$ cat src/rtl/tec_consts.vh
// Behaviour
// - wave select: up, up/down, each optional C-trigger
// - trigger-enabled external event resets count, starts clock
// - event drives pin A; pin B only when output
// - source select: pin B or clock lines 0-2
// - pin B as source becomes input, stops waveform
// - edge select: none, rising, falling, both
// - disable-on-C bit stops clock enable at compare
// - stop-on-C bit stops counter clock at compare
`ifndef TEC_CONSTS_VH
`define TEC_CONSTS_VH

`define TEC_ADDR_W 4
`define TEC_CNT_W 16

`define TEC_OFS_CTRL 4'h0
`define TEC_OFS_MODE 4'h4
`define TEC_OFS_CMPC 4'h8
`define TEC_OFS_COUNT 4'hC

`define TEC_CTRL_CLKEN 0
`define TEC_CTRL_CLKDIS 1
`define TEC_CTRL_SWTRG 2

`define TEC_MODE_WAVE_HI 14
`define TEC_MODE_WAVE_LO 13
`define TEC_MODE_TRGEN 12
`define TEC_MODE_SRC_HI 11
`define TEC_MODE_SRC_LO 10
`define TEC_MODE_EDGE_HI 9
`define TEC_MODE_EDGE_LO 8
`define TEC_MODE_CDIS 7
`define TEC_MODE_CSTOP 6
`define TEC_MODE_RESET 32'h00000000
`define TEC_MODE_MASK 32'h00007FC0

`define TEC_STAT_OFS 4'h0
`define TEC_OFS_STAT 4'h0

`define TEC_WAVE_UP 2'h0
`define TEC_WAVE_BIDIRECTIONAL_COUNT 2'h1
`define TEC_WAVE_UP_C 2'h2
`define TEC_WAVE_BIDIRECTIONAL_COUNT_C 2'h3

`define TEC_SRC_PIN_B 2'h0
`define TEC_SRC_LINE0 2'h1
`define TEC_SRC_LINE1 2'h2
`define TEC_SRC_LINE2 2'h3

`define TEC_EDGE_NONE 2'h0
`define TEC_EDGE_RISE 2'h1
`define TEC_EDGE_FALL 2'h2
`define TEC_EDGE_BOTH 2'h3

`define TEC_CNT_MAX 16'hFFFF
`define TEC_CNT_ZERO 16'h0000

`endif

$ cat src/rtl/tec_edge_det.v
`include "tec_consts.vh"
`default_nettype none

module tec_edge_det (
  input wire core_clk,
  input wire rst,
  input wire sig_in,
  input wire [1:0] edge_sel,
  output reg event_pulse
);
  reg prev_ff;

  always @(posedge core_clk or posedge rst) begin
    if (rst) begin
      prev_ff <= 1'b0;
    end else begin
      prev_ff <= sig_in;
    end
  end

  always @* begin
    case (edge_sel)
      `TEC_EDGE_NONE: event_pulse = 1'b0;
      `TEC_EDGE_RISE: event_pulse = sig_in & ~prev_ff;
      `TEC_EDGE_FALL: event_pulse = ~sig_in & prev_ff;
      `TEC_EDGE_BOTH: event_pulse = sig_in ^ prev_ff;
      default: event_pulse = 1'b0;
    endcase
  end
endmodule // tec_edge_det

`default_nettype wire

$ cat src/rtl/tec_ctrl.v
`include "tec_consts.vh"
`default_nettype none

module tec_ctrl (
  input wire core_clk,
  input wire rst,
  input wire [`TEC_ADDR_W-1:0] avs_address,
  input wire avs_read,
  input wire avs_write,
  input wire [31:0] avs_writedata,
  output reg [31:0] avs_readdata,
  output reg avs_waitrequest,
  input wire ext_clock_line_0,
  input wire ext_clock_line_1,
  input wire ext_clock_line_2,
  input wire waveform_pin_b_in,
  output reg waveform_pin_b_out,
  output reg waveform_pin_b_oe,
  output reg waveform_pin_a
);
  // software registers
  reg [1:0] wave_sel_ff;
  reg ext_event_trigger_enable_ff;
  reg [1:0] ext_event_source_select_ff;
  reg [1:0] ext_event_edge_select_ff;
  reg clock_disable_on_c_compare_ff;
  reg clock_stop_on_c_compare_ff;
  reg [`TEC_CNT_W-1:0] compare_c_value_ff;

  // counter state
  reg [`TEC_CNT_W-1:0] count_ff;
  reg [`TEC_CNT_W-1:0] nxt_count;
  reg down_ff;
  reg nxt_down;
  reg clk_en_ff;
  reg run_ff;
  reg ack_ff;

  wire req = avs_read | avs_write;
  // the write lands on the edge where the master sees waitrequest low
  wire wr_take = avs_write & ack_ff;
  wire wr_ctrl = wr_take & (avs_address == `TEC_OFS_CTRL);
  wire wr_mode = wr_take & (avs_address == `TEC_OFS_MODE);
  wire wr_cmpc = wr_take & (avs_address == `TEC_OFS_CMPC);

  wire pin_b_is_input = (ext_event_source_select_ff == `TEC_SRC_PIN_B);
  wire counting = clk_en_ff & run_ff;
  wire c_hit = counting & (count_ff == compare_c_value_ff);
  wire c_trig_mode = wave_sel_ff[1];
  wire bidirectional_count_mode = wave_sel_ff[0];

  reg event_src;
  wire ext_event;

  always @* begin
    case (ext_event_source_select_ff)
      `TEC_SRC_PIN_B: event_src = waveform_pin_b_in;
      `TEC_SRC_LINE0: event_src = ext_clock_line_0;
      `TEC_SRC_LINE1: event_src = ext_clock_line_1;
      `TEC_SRC_LINE2: event_src = ext_clock_line_2;
      default: event_src = 1'b0;
    endcase
  end

  tec_edge_det u_edge (
    .core_clk(core_clk),
    .rst(rst),
    .sig_in(event_src),
    .edge_sel(ext_event_edge_select_ff),
    .event_pulse(ext_event)
  );

  wire sw_trig = wr_ctrl & avs_writedata[`TEC_CTRL_SWTRG];
  wire ev_trig = ext_event & ext_event_trigger_enable_ff;
  wire cmd_trig = sw_trig | ev_trig;
  // in up mode with C-trigger a C match restarts the count like a trigger
  wire c_trig = c_hit & c_trig_mode & ~bidirectional_count_mode;

  // up/down turns at C when the C-trigger mode is chosen
  wire [`TEC_CNT_W-1:0] top = c_trig_mode ? compare_c_value_ff :
                              `TEC_CNT_MAX;

  always @* begin
    nxt_count = count_ff;
    nxt_down = down_ff;
    if (cmd_trig) begin
      nxt_count = `TEC_CNT_ZERO;
      nxt_down = 1'b0;
    end else if (counting) begin
      if (!bidirectional_count_mode) begin
        if (c_trig) begin
          nxt_count = `TEC_CNT_ZERO;
        end else begin
          nxt_count = count_ff + 16'h0001;
        end
      end else if (!down_ff) begin
        if (count_ff == top) begin
          nxt_down = 1'b1;
          nxt_count = count_ff - 16'h0001;
        end else begin
          nxt_count = count_ff + 16'h0001;
        end
      end else begin
        if (count_ff == `TEC_CNT_ZERO) begin
          nxt_down = 1'b0;
          nxt_count = count_ff + 16'h0001;
        end else begin
          nxt_count = count_ff - 16'h0001;
        end
      end
    end
  end

  always @(posedge core_clk or posedge rst) begin
    if (rst) begin
      count_ff <= `TEC_CNT_ZERO;
      down_ff <= 1'b0;
    end else begin
      count_ff <= nxt_count;
      down_ff <= nxt_down;
    end
  end

  // clock enable: disable beats enable, as a safe stop should
  always @(posedge core_clk or posedge rst) begin
    if (rst) begin
      clk_en_ff <= 1'b0;
    end else if (wr_ctrl & avs_writedata[`TEC_CTRL_CLKDIS]) begin
      clk_en_ff <= 1'b0;
    end else if (c_hit & clock_disable_on_c_compare_ff) begin
      clk_en_ff <= 1'b0;
    end else if (wr_ctrl & avs_writedata[`TEC_CTRL_CLKEN]) begin
      clk_en_ff <= 1'b1;
    end
  end

  // run: a trigger starts the clock, a C stop halts it; the trigger
  // wins so an event on the stopping edge is not lost
  always @(posedge core_clk or posedge rst) begin
    if (rst) begin
      run_ff <= 1'b0;
    end else if (cmd_trig) begin
      run_ff <= 1'b1;
    end else if (c_hit & clock_stop_on_c_compare_ff) begin
      run_ff <= 1'b0;
    end
  end

  // waveform outputs: every selected event toggles pin A, and pin B when it is an output
  always @(posedge core_clk or posedge rst) begin
    if (rst) begin
      waveform_pin_a <= 1'b0;
      waveform_pin_b_out <= 1'b0;
      waveform_pin_b_oe <= 1'b0;
    end else begin
      waveform_pin_b_oe <= ~pin_b_is_input;
      if (ext_event) begin
        waveform_pin_a <= ~waveform_pin_a;
      end
      if (ext_event & ~pin_b_is_input) begin
        waveform_pin_b_out <= ~waveform_pin_b_out;
      end else if (pin_b_is_input) begin
        waveform_pin_b_out <= 1'b0;
      end
    end
  end

  // mode and compare registers
  always @(posedge core_clk or posedge rst) begin
    if (rst) begin
      wave_sel_ff <= `TEC_WAVE_UP;
      ext_event_trigger_enable_ff <= 1'b0;
      ext_event_source_select_ff <= `TEC_SRC_PIN_B;
      ext_event_edge_select_ff <= `TEC_EDGE_NONE;
      clock_disable_on_c_compare_ff <= 1'b0;
      clock_stop_on_c_compare_ff <= 1'b0;
      compare_c_value_ff <= `TEC_CNT_ZERO;
    end else begin
      if (wr_mode) begin
        wave_sel_ff <=
          avs_writedata[`TEC_MODE_WAVE_HI:`TEC_MODE_WAVE_LO];
        ext_event_trigger_enable_ff <=
          avs_writedata[`TEC_MODE_TRGEN];
        ext_event_source_select_ff <=
          avs_writedata[`TEC_MODE_SRC_HI:`TEC_MODE_SRC_LO];
        ext_event_edge_select_ff <=
          avs_writedata[`TEC_MODE_EDGE_HI:`TEC_MODE_EDGE_LO];
        clock_disable_on_c_compare_ff <=
          avs_writedata[`TEC_MODE_CDIS];
        clock_stop_on_c_compare_ff <=
          avs_writedata[`TEC_MODE_CSTOP];
      end
      if (wr_cmpc) begin
        compare_c_value_ff <= avs_writedata[`TEC_CNT_W-1:0];
      end
    end
  end

  reg [31:0] rd_mux;

  always @* begin
    rd_mux = 32'h00000000;
    case (avs_address)
      `TEC_OFS_CTRL: begin
        rd_mux[0] = clk_en_ff;
        rd_mux[1] = run_ff;
        rd_mux[2] = down_ff;
        rd_mux[3] = pin_b_is_input;
      end
      `TEC_OFS_MODE: begin
        rd_mux[`TEC_MODE_WAVE_HI:`TEC_MODE_WAVE_LO] = wave_sel_ff;
        rd_mux[`TEC_MODE_TRGEN] = ext_event_trigger_enable_ff;
        rd_mux[`TEC_MODE_SRC_HI:`TEC_MODE_SRC_LO] =
          ext_event_source_select_ff;
        rd_mux[`TEC_MODE_EDGE_HI:`TEC_MODE_EDGE_LO] =
          ext_event_edge_select_ff;
        rd_mux[`TEC_MODE_CDIS] = clock_disable_on_c_compare_ff;
        rd_mux[`TEC_MODE_CSTOP] = clock_stop_on_c_compare_ff;
      end
      `TEC_OFS_CMPC: rd_mux[`TEC_CNT_W-1:0] = compare_c_value_ff;
      `TEC_OFS_COUNT: rd_mux[`TEC_CNT_W-1:0] = count_ff;
      default: rd_mux = 32'h00000000;
    endcase
  end

  // one wait cycle per access: waitrequest drops one edge after the
  // request appears and rises again on the taking edge
  always @(posedge core_clk or posedge rst) begin
    if (rst) begin
      ack_ff <= 1'b0;
      avs_waitrequest <= 1'b1;
      avs_readdata <= 32'h00000000;
    end else begin
      ack_ff <= req & ~ack_ff;
      avs_waitrequest <= ~(req & ~ack_ff);
      if (req & ~ack_ff) begin
        avs_readdata <= rd_mux;
      end
    end
  end
endmodule // tec_ctrl

`default_nettype wire

$ cat config.mk
export PLATFORM = sky130hd
export DESIGN_NAME = tec_ctrl
export DESIGN_NICKNAME = d
export VERILOG_FILES = /design/src/rtl/tec_edge_det.v /design/src/rtl/tec_ctrl.v
export VERILOG_INCLUDE_DIRS = /design/src /design/src/rtl
export SDC_FILE = /design/constraint.sdc
export NUM_CORES = 1
export LEC_CHECK = 0
export ABC_AREA = 1
export ABC_CLOCK_PERIOD_IN_PS = 2950
export BUFFER_PORTS_ARGS = -buffer_cell sky130_fd_sc_hd__buf_2
export CAP_MARGIN = 20
export CORE_ASPECT_RATIO = 1.4
export CORE_UTILIZATION = 30
export DETAILED_ROUTE_END_ITERATION = 12
export GPL_ROUTABILITY_DRIVEN = 0
export GPL_TIMING_DRIVEN = 0
export PLACE_DENSITY = 0.49
export SLEW_MARGIN = 30
export SYNTH_ARGS = -nofsm -noshare
export SYNTH_HDL_FRONTEND = slang
export SYNTH_SLANG_ARGS = --single-unit
export TNS_END_PERCENT = 100
$ cat constraint.sdc
create_clock -name core_clk -period 2.95 [get_ports core_clk]
set_input_delay 0.4425 -clock core_clk [delete_from_list [all_inputs] [get_ports core_clk]]
set_output_delay 0.4425 -clock core_clk [all_outputs]
set_load 0.02 [all_outputs]
# --- After elaboration in Yosys (flattened, before gate mapping) ---
# Index checks and enable logic that the tools add are counted.
word_totals:
  reg_bits: 66
  inputBits: 44
op_classes:
  addsub: 2
  mux: 27
  n_reduce_logical: 10
  eq_ne: 11
  bitwise: 29
ops:
  columns: ["operator", "n"]
  rows:
  - ["16-bit 2-to-1 mux", 8]
  - ["16-bit equality test", 2]
  - ["9-bit case mux with 3 select lines", 1]
  - ["1-bit AND", 18]
  - ["16-bit by 1-bit adder with 16-bit output (second input constant)", 1]
  - ["16-bit zero test", 1]
  - ["16-bit by 1-bit subtractor with 16-bit output (second input constant)", 1]
  - ["1-bit 2-to-1 mux", 13]
  - ["4-bit case mux with 3 select lines", 1]
  - ["2-bit equality test (second input constant)", 4]
  - ["4-bit equality test (second input constant)", 2]
  - ["1-bit inverter", 8]
  - ["1-bit case mux with 4 select lines", 2]
  - ["2-bit nonzero test", 4]
  - ["2-bit by 1-bit equality test with 1-bit output (second input constant)", 2]
  - ["4-bit by 3-bit equality test with 1-bit output (second input constant)", 1]
  - ["2-bit zero test", 2]
  - ["4-bit zero test", 1]
  - ["2-bit case mux with 2 select lines", 1]
  - ["3-bit nonzero test", 1]
  - ["1-bit bitwise OR", 2]
  - ["1-bit case mux with 2 select lines", 1]
  - ["2-bit AND reduction", 1]
  - ["1-bit XOR", 1]

# --- Logic depth before layout (Yosys ltp) ---
# Gate-level depths: netlist (run 1).
logic_depth:
  word_depth: 9
  depth_mapped: 15

# --- By module ---
# Synthesis (run 1) repeated with hierarchy kept, for this count alone.
unflattened:
  cells_unflattened: 704
  hier_area_um2: 4606.9
modules_own_cells:
  columns: ["module", "cells_per_inst", "n_inst", "area_each_um2"]
  rows:
  - ["tec_ctrl", 691, 1, 4514.3]
  - ["tec_edge_det", 13, 1, 92.6]

# --- Worst setup path after synthesis (run 1) ---
# OpenSTA, ideal clock, no wires.
synth_timing:
  path_kind: "input -> register"
  start: "input ext_clock_line_1"
  end: "register count_ff[1]"
  setup_ns: 0.118
  required_ns: 2.832
  n_path_buf: 0
  path_slack_ns: 0.729
  t_arrival_ns: 2.103
  cell_stages: 15
  cell_sequence: "inv_1 o21ai_0 a21oi_1 a311oi_1 ha_1 a21oi_1 o21ai_0 nand2_1 nand2_1 nand2_1 nor2_1 nand2_1 inv_2 nand3_1 nand2_1"
synth_via:
  elab_chain_len: 7
synth_rtl:
  columns: ["item", "line_no", "rtl"]
  rows:
  - ["start, declared", "tec_ctrl.v:14", "input wire ext_clock_line_1,"]
  - ["1-bit case mux with 4 select lines *", "tec_ctrl.v:56", "case (ext_event_source_select_ff)"]
  - ["named net event_src", "tec_ctrl.v:52", "reg event_src;"]
  - ["1-bit inverter", "tec_edge_det.v:25", "`TEC_EDGE_FALL: event_pulse = ~sig_in & prev_ff;"]
  - ["1-bit AND", "tec_edge_det.v:25", null]
  - ["1-bit case mux with 4 select lines *", "tec_edge_det.v:22", "case (edge_sel)"]
  - ["1-bit AND *", "tec_ctrl.v:74", "wire ev_trig = ext_event & ext_event_trigger_enable_ff;"]
  - ["1-bit bitwise OR *", "tec_ctrl.v:75", "wire cmd_trig = sw_trig | ev_trig;"]
  - ["16-bit 2-to-1 mux / 2-bit nonzero test (equally long branches)", null, null]
  - ["end signal, assigned", "tec_ctrl.v:116", "count_ff <= `TEC_CNT_ZERO;"]
  - ["end signal, assigned", "tec_ctrl.v:119", "count_ff <= nxt_count;"]
  - ["end, declared", "tec_ctrl.v:31", "reg [`TEC_CNT_W-1:0] count_ff;"]
# Mark *: on every way through the listed nets, which the timed path passes. The rest lies on a longest branch.
# A chain may end at the register's enable or synchronous reset.

# --- Worst setup path after layout (run 1) ---
layout_timing:
  start: "register ext_event_source_select_ff[0]"
  end: "register count_ff[11]"
layout_via:
  elab_chain_len: 8
layout_rtl:
  columns: ["item", "line_no", "rtl"]
  rows:
  - ["start, declared", "tec_ctrl.v:24", "reg [1:0] ext_event_source_select_ff;"]
  - ["start signal, assigned", "tec_ctrl.v:173", "ext_event_source_select_ff <= `TEC_SRC_PIN_B;"]
  - ["start signal, assigned", "tec_ctrl.v:184", "ext_event_source_select_ff <="]
  - ["2-bit equality test (tied with other cells)", "tec_ctrl.v:56", null]
  - ["1-bit case mux with 4 select lines *", "tec_ctrl.v:56", null]
  - ["named net event_src", "tec_ctrl.v:52", null]
  - ["1-bit inverter", "tec_edge_det.v:25", null]
  - ["1-bit AND", "tec_edge_det.v:25", null]
  - ["1-bit case mux with 4 select lines *", "tec_edge_det.v:22", null]
  - ["1-bit AND *", "tec_ctrl.v:74", null]
  - ["1-bit bitwise OR *", "tec_ctrl.v:75", null]
  - ["16-bit 2-to-1 mux / 2-bit nonzero test (equally long branches)", null, null]
# Marks and branches as above.

==> metrics.md, run 1 <==
| Metric | Value |
|---|---|
| Post-synth EDFFs | 0 |
| Power Density | 847 mW/mm^2 |
| Tcrit/Tclk final | 92.5% |
| Asr flop ratio synth | 100% |
| Inserted Diodes | 0 |
| Most used routing layer | met2 |
| # IOs | 80 |
| TritonCTS Sinks | 66 |
| Postcts setup bufs | 0 |
| Critical path arrival | 2.96 ns |
| CTS buffer count | 9 |
| Row Count | 53 |
| Crit start category | flip-flop |
| Final setup viols | 0 |
| Met3 usage | 3.16% |
| Post-Syn Instances | 682 |
| Max FO, Critical Path | 10 |
| First-pass GRT wire length | 24.2 mm |
| Die Span Y | 148 microns |
| Power Total | 0.00464 W |
| # fillers | 1683 |
| Layout cells sized above 1 | 15.9% |
| Worst hold path type | input pin to async pin |
| Slowest cell delay on critical path | 0.46 ns |
| Highest-count cells in the layout ignoring fill and taps | nand2_1, nor2_1, dfrtp_1, inv_1, buf_2 |
| DRC violation total after the first TritonRoute iteration | 244 |
| Synth Cell Area | 0.00459 sq mm |
| Worst Path Buf+Inv | 1 |
| CTS tree | done |
| PortBufs | 47 |
| Slowest-stage cell, CP | dfrtp_2 |
| Worst-margin pin slew | 0.784 ns |
| Final wirelength | 14.9 mm |
| Worst path most repeated cell | nand2_1 |
| M2 GR Usage | 35.4% |
| # nets final | 805 |
| DRC | 0 |
| Outcome | finished clean |
| Setup Skew | 0.00857 ns |
| Synth Area per Inst | 6.72 sq um |
| Static Leakage | 2.76 nW |
| Overall routing resource usage | 20.0% |
| Commonest non-fill, non-tap cell in the layout | nand2_1 |
| Min Hold Slack | 0.0505 ns |
| Die X-Extent | 106 microns |
| Synth warnings | 0 |
| Post-synthesis cell type count | 36 |
| Max IR drop VDD | 383 uV |
| #FFs+latches synth | 66 |
| Slew headroom | 47.4% |
| Register area share after synthesis | 36.0% |
| Fin. Hold Viols | 0 |
| Ys flop type | dfrtp_1 |
| Final min period | 2.73 ns |
| Pre-Repair DR Iteration Count | 5 |
| Post-DP HPWL | 11.6 mm |
| CP cell instances | o21ai_0, a21oi_1, a311oi_2, ha_1, a21oi_1, o21ai_0, nand2_1, nand2_1, nand2_1, nor2_2, nand2_2, inv_4, nand3_1, nand2_1 |
| Required time worst endpoint | 3.18 ns |
| Clock latency on the worst-skew pair | 0.34 ns |
| ANT nets after route | 0 |
| Worst-path clk slew | 0.06 ns |
| Initial antenna violation count | 0 |
| Peak Freq | 366 MHz |
| Max-Cap Viols | 0 |
| Worst path top cell family by delay | simple AND/OR/NAND/NOR gates |
| Clk root buf | clkbuf_16 |
| Worst Setup End Kind | flip-flop |
| Wirelength per Cell | 15.6 microns |
| Vias | 4711 |
| Layout area overhead | 19.5% |
| Slew Viols, Final | 0 |
| Post-CTS Hold Buffers | 0 |
| Die area | 0.0158 sq mm |
| Finished Core Util | 36.6% |
| Congestion Overflow GR | 0 |
| Pin count of the biggest net entering global routing | 48 |
| Longest Clk Path Bufs | 2 |
| Vias in the first global route | 4708 |
| H-tree depth reported by CTS | 3 |
| Setup CP Type | flip-flop to flip-flop |
| Drt via density | 4.94 |
| RSZ-0062 raised after global routing | false |
| Core Area | 0.0150 sq mm |
| Met1 usage in global routing | 22.7% |
| Initial Util | 30.6% |
==> worst register-to-register path, delay by kind of cell, from the launching register on <==
family / cells / cell delay [ns]
compound gates: 5 / 0.83
flops: 1 / 0.46
simple gates: 7 / 0.90
fa+ha+maj: 1 / 0.31
buf+inv: 1 / 0.11
==> sequential cells by signal, summed over array words and instances, names as in the netlist, 2 cells and up <==
name,flops
wave_sel_ff,2
count_ff,16
ext_event_source_select_ff,2
compare_c_value_ff,16
avs_readdata,16
ext_event_edge_select_ff,2
==> layer usage <==
metal | share of wire [%] | vias to the layer above
li1 | - | 2310
met1 | 40 | 2204
met2 | 52 | 150
met3 | 3.9 | 47
met4 | 4.2 | 0
met5 | 0 | -
==> power by group <==
| part | leakage, nW | total, W | internal, W | switching (W) |
|---|---|---|---|---|
| clock network | 0.146 | 0.00114 | 0.000687 | 0.000457 |
| logic | 1.78 | 0.00220 | 0.000718 | 0.00148 |
| registers | 0.837 | 0.00130 | 0.00112 | 0.000182 |
| total | 2.76 | 0.00464 | 0.00253 | 0.00212 |
==> stage by stage <==
| stage | std cells | setup slack (ns) | instance area, sq um | TNS (ns) |
|---|---|---|---|---|
| 2_1_floorplan | 697 | 0.729 | 4640 | 0 |
| 5_1_grt | 953 | 0.0425 | 5480 | 0 |
| 3_3_place_gp | 936 | -0.154 | 5120 | -11.26 |
| 3_5_place_dp | 937 | -0.182 | 5150 | -2.30 |
| 6_report | 953 | 0.220 | 5480 | 0 |
| 4_1_cts | 953 | 0.0713 | 5470 | 0 |
==> synthesized netlist by cell type (4+ instances only) <==
| cell type | count | area (sq um) |
|---|---|---|
| a21oi_1 | 27 | 135 |
| buf_2 | 12 | 60.1 |
| buf_4 | 23 | 173 |
| clkbuf_1 | 7 | 26.3 |
| dfrtp_1 | 65 | 1630 |
| ha_1 | 5 | 62.6 |
| inv_1 | 64 | 240 |
| inv_2 | 4 | 15.0 |
| nand2_1 | 206 | 773 |
| nand3_1 | 50 | 250 |
| nand4_1 | 19 | 119 |
| nor2_1 | 79 | 297 |
| nor3_1 | 6 | 30.0 |
| o21ai_0 | 55 | 275 |
| o22ai_1 | 9 | 56.3 |
| xor2_1 | 22 | 193 |
==> final timing paths <==
kind	from	end	slack [ns]	depth (start not counted)
max reg2reg	ext_event_source_select_ff[0]	count_ff[11]	0.22	14
min reg2reg	waveform_pin_a	waveform_pin_a	0.46	1
max	ext_event_source_select_ff[0]	count_ff[11]	0.22	14
max in group asynchronous	rst	ext_event_source_select_ff[0]	2.34	3
min in group core_clk	avs_writedata[1]	clk_en_ff	0.30	2
min	rst	avs_readdata[3]	0.05	2
==> cells by family after synthesis <==
logic type	synth area share, %
and+or+nand+nor	35.1
DFF	36.0
xor gates and xnor gates	4.39
buffers and inverters	11.7
AOI/OAI and AO/OA	11.3
adders and majority gates	1.36
other	0.0818
==> final cells by class <==
class	instances	area, sq um	area share [%]
multi-input combinational	517	2470	45.1
sequential	66	1650	30.2
buffer	44	275	5.02
inverter	70	268	4.89
timing repair buffer	48	263	4.79
tap	192	240	4.38
clock buffer	10	239	4.36
clock inverter	6	71.3	1.30
==> what timing repair did <==
| action | CTS | global route |
|---|---|---|
| resized for setup | 4 | 3 |
| endpoints found under the setup margin | 15 | 15 |
| pin swaps | 0 | 1 |
(Power assumes the default switching activity.)
==> run 2: changes to the inputs <==
--- a/config.mk
+++ b/config.mk
@@ -8,7 +8,7 @@
 export LEC_CHECK = 0
 export ABC_AREA = 1
 export ABC_CLOCK_PERIOD_IN_PS = 2950
-export BUFFER_PORTS_ARGS = -buffer_cell sky130_fd_sc_hd__buf_2
+export BUFFER_PORTS_ARGS = -buffer_cell sky130_fd_sc_hd__clkbuf_2
 export CAP_MARGIN = 20
 export CORE_ASPECT_RATIO = 1.4
 export CORE_UTILIZATION = 30
@@ -16,6 +16,7 @@
 export GPL_ROUTABILITY_DRIVEN = 0
 export GPL_TIMING_DRIVEN = 0
 export PLACE_DENSITY = 0.49
+export RECOVER_POWER = 100
 export SLEW_MARGIN = 30
 export SYNTH_ARGS = -nofsm -noshare
 export SYNTH_HDL_FRONTEND = slang
==> metrics.md, run 2 (synthesis results as in run 1) <==
| Metric | Value |
|---|---|
| Final setup viols | 0 (unchanged) |
| Max IR drop VDD | 299 uV (was 383 uV) |
| Peak Freq | 362 MHz (was 366 MHz) |
| Layout Cells excl Fill | 953 (unchanged) |
| CTS tree | done (unchanged) |
| Power Density | 870 mW/mm^2 (was 847 mW/mm^2) |
| Die Span Y | 148 microns (unchanged) |
| Wirelength per Cell | 15.4 microns (was 15.6 microns) |
| Vias in the first global route | 4673 (was 4708) |
| Overall routing resource usage | 19.9% (was 20.0%) |
| Setup CP Type | flip-flop to flip-flop (unchanged) |
| Congestion Overflow GR | 0 (unchanged) |
| ANT nets after route | 0 (unchanged) |
| Area of the multi-input gates | 0.00245 sq mm (was 0.00247 sq mm) |
| # nets final | 805 (unchanged) |
| Vias | 4642 (was 4711) |
| Crit start category | flip-flop (unchanged) |
| Depth of the most critical reg-to-reg path | 15 (was 14) |
| CP cell instances | nor2_1, inv_1, nor2_1, a311oi_2, ha_1, a21oi_1, o21ai_0, nand2_1, nand2_1, nand2_1, nor2_2, nand2_2, inv_4, nand3_1, nand2_1 (was o21ai_0, a21oi_1, a311oi_2, ha_1, a21oi_1, o21ai_0, nand2_1, nand2_1, nand2_1, nor2_2, nand2_2, inv_4, nand3_1, nand2_1) |
| FF-to-FF End | count_ff[10] (was count_ff[11]) |
| Layout area overhead | 18.8% (was 19.5%) |
| Clock latency on the worst-skew pair | 0.34 ns (about the same) |
| Drt via density | 4.87 (was 4.94) |
| RSZ-0062 raised after global routing | false (unchanged) |
| Worst Path Buf+Inv | 2 (was 1) |
| Pre-Repair DR Iteration Count | 6 (was 5) |
| CTS buffer count | 9 (unchanged) |
| Post-DP HPWL | 11.6 mm (about the same) |
| Worst hold path type | input pin to async pin (unchanged) |
| Register Area | 0.00165 sq mm (unchanged) |
| # fillers | 1714 (was 1683) |
| Inserted Diodes | 0 (unchanged) |
| Regs by FF count | avs_readdata x16, compare_c_value_ff x16, count_ff x16 (unchanged) |
| Setup slack, reg-to-reg | 0.19 ns (was 0.22 ns) |
| Slowest cell delay on critical path | 0.43 ns (was 0.46 ns) |
| Setup Skew | 0.00575 ns (was 0.00857 ns) |
| Clock share of power | 26.8% (was 24.6%) |
| Worst path top cell family by delay | simple AND/OR/NAND/NOR gates (unchanged) |
| Worst Setup End Kind | flip-flop (unchanged) |
| Initial Util | 30.6% (unchanged) |
| Slowest-stage cell, CP | dfrtp_1 (was dfrtp_2) |
| Initial antenna violation count | 0 (unchanged) |
| Postcts setup bufs | 0 (unchanged) |
| Psw | 0.00209 W (was 0.00212 W) |
| Internal | 0.00265 W (was 0.00253 W) |
| Sw Ratio | 44.1% (was 45.6%) |
| Tcrit/Tclk final | 93.7% (was 92.5%) |
| Slew Viols, Final | 0 (unchanged) |
| Static Leakage | 2.68 nW (was 2.76 nW) |
| Worst-margin pin slew | 1.27 ns (was 0.784 ns) |
| Power Total | 0.00474 W (was 0.00464 W) |
| Commonest non-fill, non-tap cell in the layout | nand2_1 (unchanged) |
| Required time worst endpoint | 3.17 ns (was 3.18 ns) |
| Clk root buf | clkbuf_16 (unchanged) |
| Fin. Hold Viols | 0 (unchanged) |
| Layout cells sized above 1 | 12.6% (was 15.9%) |
| Final min period | 2.76 ns (was 2.73 ns) |
| # IOs | 80 (unchanged) |
| PortBufs | 47 (unchanged) |
| Longest Clk Path Bufs | 2 (unchanged) |
| Row Count | 53 (unchanged) |
| Worst-path clk slew | 0.06 ns (about the same) |
| Pin count of the biggest net entering global routing | 48 (unchanged) |
| Critical path arrival | 2.99 ns (was 2.96 ns) |
| DRC violation total after the first TritonRoute iteration | 278 (was 244) |
| Die X-Extent | 106 microns (unchanged) |
| Core Area | 0.0150 sq mm (unchanged) |
| Final wirelength | 14.7 mm (was 14.9 mm) |
| Die area | 0.0158 sq mm (unchanged) |
| TritonCTS Sinks | 66 (unchanged) |
| Flop pwr share | 27.5% (was 28.0%) |
| Worst path most repeated cell | nand2_1 (unchanged) |
| Reg2reg start | ext_event_source_select_ff[1] (was ext_event_source_select_ff[0]) |
| Max FO, Critical Path | 10 (unchanged) |
| Outcome | finished clean (unchanged) |
| DRC | 0 (unchanged) |
| H-tree depth reported by CTS | 3 (unchanged) |
| Combinational Power Share | 45.7% (was 47.3%) |
| First-pass GRT wire length | 24.1 mm (was 24.2 mm) |
| Max-Cap Viols | 0 (unchanged) |
| Slew headroom | 14.8% (was 47.4%) |
| Inst Count DP | 937 (unchanged) |
| Highest-count cells in the layout ignoring fill and taps | nand2_1, nor2_1, dfrtp_1, inv_1, o21ai_0 (was nand2_1, nor2_1, dfrtp_1, inv_1, buf_2) |
## run 2: worst reg2reg max path: cells and delay by family (launching register included)
family	cells	cell delay, ns
AOI/OAI and AO/OA	3	0.51
buffers and inverters	2	0.32
and+or+nand+nor	9	1.08
DFF	1	0.43
adders and majority gates	1	0.30
## run 2: layout make-up
cell class	instances	share of cell area [%]
inverter	70	4.89
buffer	44	5.03
clock buffer	10	4.20
sequential	66	30.4
tap	192	4.41
timing repair buffer	48	3.93
multi-input combinational	517	45.0
clock inverter	6	2.11
## run 2: layer usage
layer  share of wire [%]  global-route usage [%]  vias up
li1                    -                       -     2305
met1                  41                    22.7     2134
met2                  51                    35.0      148
met3                 3.3                    2.28       55
met4                 5.2                    12.8        0
met5                   0                       0        -
## run 2: worst max-delay path by stage
stage / startpoint / end / cells past startpoint
2_1_floorplan: ext_clock_line_1 / count_ff[1] / 15
3_3_place_gp: ext_event_source_select_ff[0] / count_ff[5] / 14
4_1_cts: ext_event_source_select_ff[0] / count_ff[10] / 15
3_5_place_dp: ext_event_source_select_ff[0] / count_ff[1] / 14
6_report: ext_event_source_select_ff[1] / count_ff[10] / 15
5_1_grt: ext_event_source_select_ff[0] / count_ff[10] / 14
## run 2: power by group through the flow
stage                     Clock (W)  Sequential [W]  Combinational (W)
after global placement            0         0.00131            0.00213
final                       0.00127         0.00130            0.00217
after global routing        0.00133         0.00133            0.00245
after detailed placement          0         0.00131            0.00216
after CTS                   0.00129         0.00130            0.00217
after floorplan                   0         0.00131            0.00156
## run 2: through the flow
step	util, %	instance area (sq um)	hold slack (ns)	TNS (ns)	setup WS (ns)
6_report	36.3	5450	0.215	0	0.185
5_1_grt	36.3	5450	0.302	0	0.0385
4_1_cts	36.7	5500	0.0490	0	0.0155
3_5_place_dp	34.3	5150	0.411	-2.31	-0.183
3_3_place_gp	34.1	5120	0.449	-10.13	-0.151
2_1_floorplan	-	4640	0.462	0	0.729
## run 2: what timing repair did
item                                    CTS  global route
pin swaps                                 0             1
endpoints found under the setup margin   15            15
gates cloned                              0             0
gates resized for setup                   3             4
hold buffers                              0             0
